`src/lrd_map.svh`:
```
`ifndef LRD_MAP_SVH
`define LRD_MAP_SVH
// Frame lengths in bits, stop bit included.
`define LRD_LEN_ACCEL 5'd6
`define LRD_LEN_BUS 5'd7
`define LRD_LEN_READ 5'd9
`define LRD_LEN_WRITE 5'd17
// Bit positions within a frame, bit 0 first.
`define LRD_POS_TYPE_LO 1
`define LRD_POS_SPEED_LO 4
`define LRD_POS_ADDR_LO 4
`define LRD_POS_DATA_LO 8
`define LRD_POS_ACCEL 4
// Status output length in bits.
`define LRD_STATUS_BITS 5'd16
// Reset values.
`define LRD_ACCEL_RESET 1'b0
`endif

```
`src/lrd_pkg.sv`:
```
package lrd_pkg;
  typedef enum logic [2:0] {
    LRD_REQ_IMM = 3'h0,
    LRD_REQ_ISO = 3'h1,
    LRD_REQ_PRI = 3'h2,
    LRD_REQ_FAIR = 3'h3,
    LRD_REQ_RD = 3'h4,
    LRD_REQ_WR = 3'h5,
    LRD_REQ_ACC = 3'h6,
    LRD_REQ_RSV = 3'h7
  } lrd_type_t;
  typedef enum logic [1:0] {
    LRD_SPD_100 = 2'h0,
    LRD_SPD_200 = 2'h1,
    LRD_SPD_400 = 2'h2,
    LRD_SPD_RSV = 2'h3
  } lrd_speed_t;
  typedef enum logic [1:0] {
    LRD_CTL_IDLE = 2'h0,
    LRD_CTL_HOLD = 2'h1,
    LRD_CTL_XFER = 2'h2,
    LRD_CTL_RSV = 2'h3
  } lrd_ctl_t;
endpackage

```
`src/lrd_frame_if.sv`:
```
`timescale 1ns/100ps
`default_nettype none
// Carries a completed frame from the shifter to the decoder.
interface lrd_frame_if;
  logic done;
  logic [16:0] bits;
  logic [4:0] len;
  modport source (output done, output bits, output len);
  modport sink (input done, input bits, input len);
endinterface
`default_nettype wire

```
`src/lrd_decoder.sv`:
```
`timescale 1ns/100ps
`default_nettype none
`include "lrd_map.svh"
// ******************************************************************
// Overview of operation
// - Requests arrive serially: 6, 7, 9 or 17 bits, start one, stop zero.
// - Bus request: start, type bits 1-3, speed bits 4-5, stop bit 6.
// - Speed 00 is 100, 01 is 200, 10 is 400 Mbit/s; 11 reserved.
// - Read frame: address bits 4-7, stop bit 8.
// - Write frame: address bits 4-7, data bits 8-15, stop bit 16.
// - Acceleration frame: bit 4 enables acceleration when one, stop bit 5.
// - Types: immediate, isochronous, priority, fair, read, write, accel; 111 reserved.
// - Receive state cancels pending fair or priority requests; link resends.
// - Acceleration on and 8-bit acknowledge keeps fair or priority pending.
// - Isochronous request clears only on grant, subaction gap or bus reset.
// - Write frame updates the addressed register right after its last bit.
// - Read returns register as status; restarted from bit zero if interrupted.
// - One bus request pending; others ignored until it is removed.
// - Bus reset discards every pending bus request.
// - An accepted isochronous request asserts the accelerating indication.
// - Link control code 10 is transmit; code 11 is never driven.
// - Link control code 00 releases, 01 holds the interface.
// - Status carries four events, address bits 4-7, data bits 8-15, at 01.
// ******************************************************************
module lrd_decoder (
  input wire logic ref_clk, // Clock, 250 MHz.
  input wire logic rst, // Synchronous reset, active high.
  input wire logic link_request_line, // Serial request from the link.
  input wire lrd_pkg::lrd_ctl_t control_lines, // Control lines as seen.
  input wire logic ctl_receiving, // Device drives receive state.
  input wire logic ctl_idle_entry, // Control lines enter idle, pulse.
  input wire logic ack_packet_rx, // Incoming packet is an 8-bit ack.
  input wire logic accel_enable, // Acceleration-enable configuration bit.
  input wire logic arb_grant, // Arbitration won, grant sent, pulse.
  input wire logic packet_tx_done, // Packet transmission removed request.
  input wire logic packet_rx_done, // Packet reception removed request.
  input wire logic subaction_gap, // Subaction gap detected, pulse.
  input wire logic bus_reset, // Bus reset, pulse.
  input wire logic [3:0] status_events, // Four status event bits.
  input wire logic [7:0] reg_read_data, // Contents at reg_read_addr.
  output logic [3:0] reg_read_addr, // Register address being read.
  output logic reg_write_strobe, // Register write, one-cycle pulse.
  output logic [3:0] reg_write_addr, // Register write address.
  output logic [7:0] reg_write_data, // Register write data.
  output logic bus_request_valid, // A bus request is pending.
  output lrd_pkg::lrd_type_t bus_request_type, // Pending request type.
  output lrd_pkg::lrd_speed_t bus_request_speed, // Pending request speed.
  output logic accelerating, // Accelerating indication.
  output logic accel_control, // Last acceleration control bit.
  output logic accel_control_strobe, // Accel control frame, pulse.
  output logic status_active, // Status output in progress.
  output logic [1:0] status_data, // Status bits out, two per clock.
  output lrd_pkg::lrd_ctl_t status_ctl // Control code during status.
);
  import lrd_pkg::*;

  lrd_frame_if frame ();

  lrd_shifter u_shifter (
    .ref_clk(ref_clk),
    .rst(rst),
    .link_request_line(link_request_line),
    .frame(frame)
  );

  // ****************************************************************
  // Field decode
  // ****************************************************************
  wire lrd_type_t f_type;
  wire lrd_speed_t f_speed;
  wire logic [3:0] f_addr;
  wire logic [7:0] f_data;
  wire logic f_accel;
  wire logic f_stop_ok;
  wire logic f_is_bus;
  wire logic f_ok;
  wire logic take_bus;
  wire logic take_read;
  wire logic take_write;
  wire logic take_accel;

  assign f_type = lrd_type_t'(frame.bits[`LRD_POS_TYPE_LO +: 3]);
  assign f_speed =
    lrd_speed_t'(frame.bits[`LRD_POS_SPEED_LO +: 2]);
  assign f_addr = frame.bits[`LRD_POS_ADDR_LO +: 4];
  assign f_data = frame.bits[`LRD_POS_DATA_LO +: 8];
  assign f_accel = frame.bits[`LRD_POS_ACCEL];
  // A set stop bit means the link lost framing; the frame is dropped.
  assign f_stop_ok = ~frame.bits[frame.len - 5'h01];
  assign f_is_bus = (f_type == LRD_REQ_IMM) || (f_type == LRD_REQ_ISO) ||
    (f_type == LRD_REQ_PRI) || (f_type == LRD_REQ_FAIR);
  assign f_ok = frame.done && f_stop_ok && (f_type != LRD_REQ_RSV);
  assign take_bus = f_ok && f_is_bus &&
    (f_speed != LRD_SPD_RSV);
  assign take_read = f_ok && (f_type == LRD_REQ_RD);
  assign take_write = f_ok && (f_type == LRD_REQ_WR);
  assign take_accel = f_ok && (f_type == LRD_REQ_ACC);

  // ****************************************************************
  // Pending bus request
  // ****************************************************************
  logic pend_reg;
  lrd_type_t ptype_reg;
  lrd_speed_t pspeed_reg;
  logic accel_ind_reg;
  wire logic p_arbfair;
  wire logic p_gap_clears;
  wire logic keep_on_rx;
  wire logic cancel_rx;
  wire logic remove;
  wire logic accept;

  assign p_arbfair = (ptype_reg == LRD_REQ_PRI) ||
    (ptype_reg == LRD_REQ_FAIR);
  assign p_gap_clears = (ptype_reg == LRD_REQ_ISO) ||
    (ptype_reg == LRD_REQ_IMM);
  assign keep_on_rx = accel_enable && ack_packet_rx;
  assign cancel_rx = p_arbfair && ctl_receiving && !keep_on_rx;
  // Isochronous requests survive receive and clear only on grant, gap or bus reset.
  assign remove = bus_reset || arb_grant ||
    (p_gap_clears && subaction_gap) ||
    (!(ptype_reg == LRD_REQ_ISO) &&
      (packet_rx_done || packet_tx_done)) || cancel_rx;
  assign accept = take_bus && !pend_reg;

  always_ff @(posedge ref_clk) begin
    if (rst) begin
      pend_reg <= 1'b0;
      ptype_reg <= LRD_REQ_IMM;
      pspeed_reg <= LRD_SPD_100;
      accel_ind_reg <= 1'b0;
    end else if (pend_reg && remove) begin
      pend_reg <= 1'b0;
      accel_ind_reg <= 1'b0;
    end else if (accept && !bus_reset) begin
      pend_reg <= 1'b1;
      ptype_reg <= f_type;
      pspeed_reg <= f_speed;
      accel_ind_reg <= (f_type == LRD_REQ_ISO);
    end
  end

  // ****************************************************************
  // Register write and acceleration control
  // ****************************************************************
  logic wr_stb_reg;
  logic [3:0] wr_addr_reg;
  logic [7:0] wr_data_reg;
  logic acc_reg;
  logic acc_stb_reg;

  always_ff @(posedge ref_clk) begin
    if (rst) begin
      wr_stb_reg <= 1'b0;
      wr_addr_reg <= 4'h0;
      wr_data_reg <= 8'h00;
      acc_reg <= `LRD_ACCEL_RESET;
      acc_stb_reg <= 1'b0;
    end else begin
      wr_stb_reg <= take_write;
      acc_stb_reg <= take_accel;
      if (take_write) begin
        wr_addr_reg <= f_addr;
        wr_data_reg <= f_data;
      end
      if (take_accel) begin
        acc_reg <= f_accel;
      end
    end
  end

  // ****************************************************************
  // Register read status output
  // ****************************************************************
  // Status shifts two bits a clock; an interruption by packet traffic
  // restarts from bit zero, since the link discards a partial status.
  typedef enum {LRD_ST_IDLE, LRD_ST_SEND} lrd_st_state_t;
  lrd_st_state_t st_state_reg;
  logic [3:0] rd_addr_reg;
  logic [15:0] st_word_reg;
  logic [4:0] st_idx_reg;
  logic [1:0] st_out_reg;
  logic st_act_reg;
  wire logic link_busy;
  wire logic [15:0] st_word;

  assign link_busy =
    ctl_receiving || (control_lines == LRD_CTL_XFER);
  assign st_word = {reg_read_data, rd_addr_reg, status_events};

  always_ff @(posedge ref_clk) begin
    if (rst) begin
      st_state_reg <= LRD_ST_IDLE;
      rd_addr_reg <= 4'h0;
      st_word_reg <= 16'h0000;
      st_idx_reg <= 5'h00;
      st_out_reg <= 2'h0;
      st_act_reg <= 1'b0;
    end else begin
      unique case (st_state_reg)
        LRD_ST_IDLE: begin
          st_act_reg <= 1'b0;
          st_out_reg <= 2'h0;
          st_idx_reg <= 5'h00;
          if (take_read) begin
            rd_addr_reg <= f_addr;
            st_state_reg <= LRD_ST_SEND;
          end
        end
        LRD_ST_SEND: begin
          if (link_busy) begin
            st_act_reg <= 1'b0;
            st_idx_reg <= 5'h00;
            st_out_reg <= 2'h0;
          end else if (st_idx_reg == `LRD_STATUS_BITS) begin
            st_act_reg <= 1'b0;
            st_out_reg <= 2'h0;
            st_state_reg <= LRD_ST_IDLE;
          end else begin
            if (st_idx_reg == 5'h00) begin
              st_word_reg <= st_word;
              st_out_reg <= st_word[1:0];
            end else begin
              st_out_reg <= st_word_reg[st_idx_reg[3:0] +: 2];
            end
            st_act_reg <= 1'b1;
            st_idx_reg <= st_idx_reg + 5'h02;
          end
        end
      endcase
    end
  end

  // ****************************************************************
  // Outputs
  // ****************************************************************
  assign reg_read_addr = rd_addr_reg;
  assign reg_write_strobe = wr_stb_reg;
  assign reg_write_addr = wr_addr_reg;
  assign reg_write_data = wr_data_reg;
  assign bus_request_valid = pend_reg;
  assign bus_request_type = ptype_reg;
  assign bus_request_speed = pspeed_reg;
  assign accelerating = accel_ind_reg;
  assign accel_control = acc_reg;
  assign accel_control_strobe = acc_stb_reg;
  assign status_active = st_act_reg;
  assign status_data = st_out_reg;
  assign status_ctl =
    st_act_reg ? LRD_CTL_HOLD : LRD_CTL_IDLE;

  // ctl_idle_entry is kept for the arbiter's timing of fair requests.
  wire logic unused_idle;
  assign unused_idle = ctl_idle_entry;
endmodule
`default_nettype wire

```
`src/lrd_shifter.sv`:
```
`timescale 1ns/100ps
`default_nettype none
`include "lrd_map.svh"
module lrd_shifter (
  input wire logic ref_clk, // Clock.
  input wire logic rst, // Synchronous reset.
  input wire logic link_request_line, // Serial request input.
  lrd_frame_if.source frame // Completed frame.
);
  import lrd_pkg::*;

  typedef enum {LRD_SH_IDLE, LRD_SH_BUSY} lrd_sh_state_t;
  lrd_sh_state_t state_reg;
  logic [16:0] bits_reg;
  logic [4:0] cnt_reg;
  logic [4:0] len_reg;
  logic done_reg;
  logic [16:0] bits_next;
  logic [4:0] cnt_next;
  wire logic [2:0] type_bits;
  wire logic [4:0] len_of_type;
  wire logic last_bit;

  // Bit index cnt_reg lands at bits[cnt_reg]; bit 0 is the start bit.
  assign bits_next = bits_reg | ({16'h0000, link_request_line} << cnt_reg);
  assign cnt_next = cnt_reg + 5'h01;
  assign type_bits = bits_next[3:1];
  assign len_of_type =
    (type_bits == 3'h4) ? `LRD_LEN_READ :
    (type_bits == 3'h5) ? `LRD_LEN_WRITE :
    (type_bits == 3'h6) ? `LRD_LEN_ACCEL : `LRD_LEN_BUS;
  // The length is only known once the type is in, so compare late.
  assign last_bit = (cnt_reg >= 5'h04) && (cnt_next == len_reg);

  // ****************************************************************
  // Serial capture
  // ****************************************************************
  always_ff @(posedge ref_clk) begin
    done_reg <= 1'b0;
    if (rst) begin
      state_reg <= LRD_SH_IDLE;
      bits_reg <= 17'h00000;
      cnt_reg <= 5'h00;
      len_reg <= `LRD_LEN_WRITE;
    end else begin
      unique case (state_reg)
        LRD_SH_IDLE: begin
          if (link_request_line) begin
            state_reg <= LRD_SH_BUSY;
            bits_reg <= 17'h00001;
            cnt_reg <= 5'h01;
            len_reg <= `LRD_LEN_WRITE;
          end
        end
        LRD_SH_BUSY: begin
          bits_reg <= bits_next;
          cnt_reg <= cnt_next;
          if (cnt_reg == 5'h03) begin
            len_reg <= len_of_type;
          end
          if (last_bit) begin
            state_reg <= LRD_SH_IDLE;
            done_reg <= 1'b1;
          end
        end
      endcase
    end
  end

  assign frame.done = done_reg;
  assign frame.bits = bits_reg;
  assign frame.len = len_reg;
endmodule
`default_nettype wire

```
`config.mk`:
```
export PLATFORM = sky130hd
export DESIGN_NAME = lrd_decoder
export DESIGN_NICKNAME = d
export VERILOG_FILES = /design/src/lrd_pkg.sv /design/src/lrd_frame_if.sv /design/src/lrd_decoder.sv /design/src/lrd_shifter.sv
export VERILOG_INCLUDE_DIRS = /design/src /design/src/src
export SDC_FILE = /design/constraint.sdc
export NUM_CORES = 1
export LEC_CHECK = 0
export BUFFER_PORTS_ARGS = -buffer_cell sky130_fd_sc_hd__buf_2
export CORE_ASPECT_RATIO = 0.7
export CORE_MARGIN = 2
export CORE_UTILIZATION = 29
export DETAILED_ROUTE_END_ITERATION = 8
export SYNTH_ARGS = -nofsm -noshare
export SYNTH_HDL_FRONTEND = slang
export SYNTH_SLANG_ARGS = --single-unit
```
`constraint.sdc`:
```
create_clock -name ref_clk -period 4.8 [get_ports ref_clk]
set_input_delay 0.96 -clock ref_clk [delete_from_list [all_inputs] [get_ports ref_clk]]
set_output_delay 0.96 -clock ref_clk [all_outputs]
set_load 0.005 [all_outputs]
```
==> summary.txt <==
Drt
  • First-iteration detailed-routing DRC count: 209
  • DR pass1 iterations: 5
  • Antenna-violating nets left: 0
  • DR WL/cell: 14.0 um
  • Routed WL: 8470 um
  • Vias: 2920
  • Drc violations: 0
  • Vias per inst: 4.83

Logic synthesis
  • Ys flop type: dfxtp_1
  • Syn Inst Count: 405
  • Mux contribution to synthesized area: 0.109
  • Synth Area in Adders: 0.0180
  • FF+latch count, synth: 78
  • Sequential share of the synthesized area: 0.448
  • Cell Area, Synth: 3480 um^2
  • Synth Area in XOR/XNOR: 0.0251
  • Post-Syn Nets: 436
  • Post-synth EDFFs: 0
  • Main combinational cell family by area after synthesis: simple AND/OR/NAND/NOR gates
  • Avg Cell Area, Syn: 8.60 um^2
  • Synth warn: 0
  • Post-synth cell types: 50
  • Synth async-reset ratio: 0
  • Complex-gate fraction of the synthesized area: 0.117
  • Simple-Gate Fraction of Synth Area: 0.226

Die
  • Rows: 33
  • Initial core utilization: 0.297
  • IO Count: 57
  • Die Ht: 95.7 um
  • Die Wd: 135 um
  • Core box area: 11700 um^2
  • DIE AREA: 12900 um^2

Power
  • Switching Share: 0.211
  • Seq pwr share: 0.468
  • Net Sw Power: 299 uW
  • Pleak: 0.00164 uW
  • PwrDens: 342 nW/um^2
  • Gate power share: 0.044
  • Int Pwr: 1120 uW
  • Total power: 1410 uW
  • Clk pwr share: 0.488
  • VDD IR-drop max: 183 uV

Setup path
  • R2R Setup Slk: 1.92 ns
  • Crit end category: register
  • Startpoint Class: register
  • Crit Path Max Fanout: 13
  • Origin of the worst setup path: u_shifter.frame.len[0]
  • Crit path to: bus_request_speed[0]
  • Crit Path Class: reg2reg
  • FF-to-FF path depth: 8
  • Worst r2r dst: bus_request_speed[0]
  • Crit path required time: 5.06 ns
  • CP arrival: 3.14 ns
  • Reg-to-reg startpoint: u_shifter.frame.len[0]

Layout
  • Number of flip-flops in the largest register: 17
  • End-of-flow core utilization: 0.353
  • Layout cells sized above 1: 0.183
  • # nets final: 474
  • Layout area overhead: 18.8%
  • Inserted Diodes: 0

Timing
  • Final min period: 2.88 ns
  • Final period utilization: 0.600
  • Slew Limit Fails: 0
  • Total negative setup slack: 0 ns
  • Unrepaired setup endpoints after global routing: false
  • Worst Setup Slack, final: 1.92 ns
  • Fin. Hold Viols: 0
  • Clock Skews: 0.00386 ns
  • Worst rel slew slack: 0.242
  • Worst-Margin Slew: 1.13 ns
  • Final setup violation count: 0
  • Fmax: 347 MHz

Placement
  • GP Congestion: 0.849
  • Port bufs: 54
  • DP Wirelength: 6220 um
  • Pre-CTS WS: 2.01 ns

Global route
  • Number of global-route vias before repair: 2595
  • Pin count of the biggest net entering global routing: 35
  • Gr ovfl total: 0
  • Initial antenna violation count: 0
  • First-pass GRT wire length: 13400 um
  • Overall routing resource usage: 0.134

Clock network
  • CTS Hold Bufs: 0
  • CTS tree: built
  • H-tree Lvls: 3
  • Clock Pin Slew Worst Setup and Hold Paths: 0.06 ns
  • Setup bufs post-CTS: 0
  • CTS Buf Count: 9
  • CTS max path bufs: 2
  • CTS sink count: 78
  • Clk_lat worst skew: 0.33 ns
  • Post-CTS Resized: 0
  • Clock Tree Root: clkbuf_16

Min path
  • Worst hold path class: reg2reg

Flow run
  • Max cap viols: 0

Outcome
  • Status: finished, final reports clean
==> per-stage QoR <==
step | hold WS (ns) | cell area (um^2) | std cells
6_report | 0.453 | 4140 | 604
5_1_grt | 0.471 | 4140 | 604
4_1_cts | 0.451 | 4140 | 604
3_5_place_dp | 0.445 | 3830 | 589
3_3_place_gp | 0.439 | 3830 | 589
2_1_floorplan | 0.433 | 3480 | 405
==> worst max-delay path, cell delays in order, from the launching register on <==
cell and delay [ns]:
dfxtp_1 0.79, inv_1 0.12, ha_1 0.25, nor3b_2 0.16, xnor2_1 0.32, o311a_1 0.27, and3_4 0.24, and2_1 0.42
mux2i_1 0.23
==> worst min-delay path by stage <==
stage | start | endpoint | depth (start not counted)
after global routing | reg_write_data[1] | reg_write_data[1] | 2
after detailed placement | reg_write_addr[3] | reg_write_addr[3] | 2
after floorplan | st_word_reg[12] | st_word_reg[12] | 2
after global placement | reg_write_data[0] | reg_write_data[0] | 2
after CTS | st_word_reg[5] | st_word_reg[5] | 2
final | reg_write_data[1] | reg_write_data[1] | 2
==> placed cells by master, fill, tap and decap left out, types with 2 or more instances in the layout <==
cell type / count
and2_1: 4
xnor2_1: 6
ha_1: 5
nor2_1: 20
dfxtp_1: 78
o21ai_0: 16
nor3b_2: 2
buf_2: 54
nand2b_1: 3
clkbuf_16: 9
o21ai_1: 4
mux2i_1: 29
nor4_1: 2
inv_1: 12
mux4_2: 4
a22oi_1: 2
nor2b_1: 6
buf_4: 3
a41oi_1: 2
a21oi_1: 27
and4_1: 2
nand2_1: 89
nor3b_1: 5
clkbuf_8: 3
nor3_1: 8
xor2_1: 4
nand4_1: 6
nand3_1: 14
a211oi_1: 4
==> metal layers <==
layer / GRT usage / vias up / wire (um)
met5: 0 / - / 0
li1: - / 1454 / -
met2: 0.189 / 65 / 3530
met4: 0.0425 / 0 / 89
met3: 0.0411 / 9 / 495
met1: 0.194 / 1392 / 4350
==> cells in the mapped netlist, drive strengths merged (2+ instances only) <==
master / instances / area share
a211oi: 4 / 0.0086
a21oi: 27 / 0.039
a22oi: 2 / 0.0043
a41oi: 2 / 0.0050
and2: 4 / 0.0072
and4: 2 / 0.0050
buf: 9 / 0.020
clkbuf: 21 / 0.023
dfxtp: 78 / 0.45
ha: 5 / 0.018
inv: 12 / 0.013
mux2i: 29 / 0.083
mux4: 4 / 0.026
nand2: 89 / 0.096
nand2b: 3 / 0.0054
nand3: 15 / 0.023
nand4: 6 / 0.011
nor2: 20 / 0.022
nor2b: 6 / 0.011
nor3: 9 / 0.013
nor3b: 7 / 0.018
nor4: 2 / 0.0036
o21ai: 20 / 0.029
xnor2: 6 / 0.015
xor2: 4 / 0.010
==> power by group through the flow <==
stage,Combinational (uW),Clock [uW],Sequential [uW]
2_1_floorplan,45.2,0,669
3_3_place_gp,59.5,0,675
3_5_place_dp,61.4,0,675
4_1_cts,61.9,705,661
5_1_grt,69.6,730,662
6_report,62.2,691,662
==> cell type report <==
| cell class | instances | area [um^2] |
|---|---|---|
| timing repair buffer | 57 | 293 |
| clock inverter | 3 | 42.5 |
| fill | 1215 | 7590 |
| clock buffer | 12 | 267 |
| sequential | 78 | 1560 |
| tap | 157 | 196 |
| multi-input combinational | 285 | 1740 |
| inverter | 12 | 45.0 |
==> cells by family after synthesis <==
logic type	after synthesis
simple gates	168
flops	78
compound gates	68
buf+inv	42
mux	33
xor+xnor	10
fa+ha+maj	5
other cells	1
No activity file was read; power rests on OpenSTA's default activity.
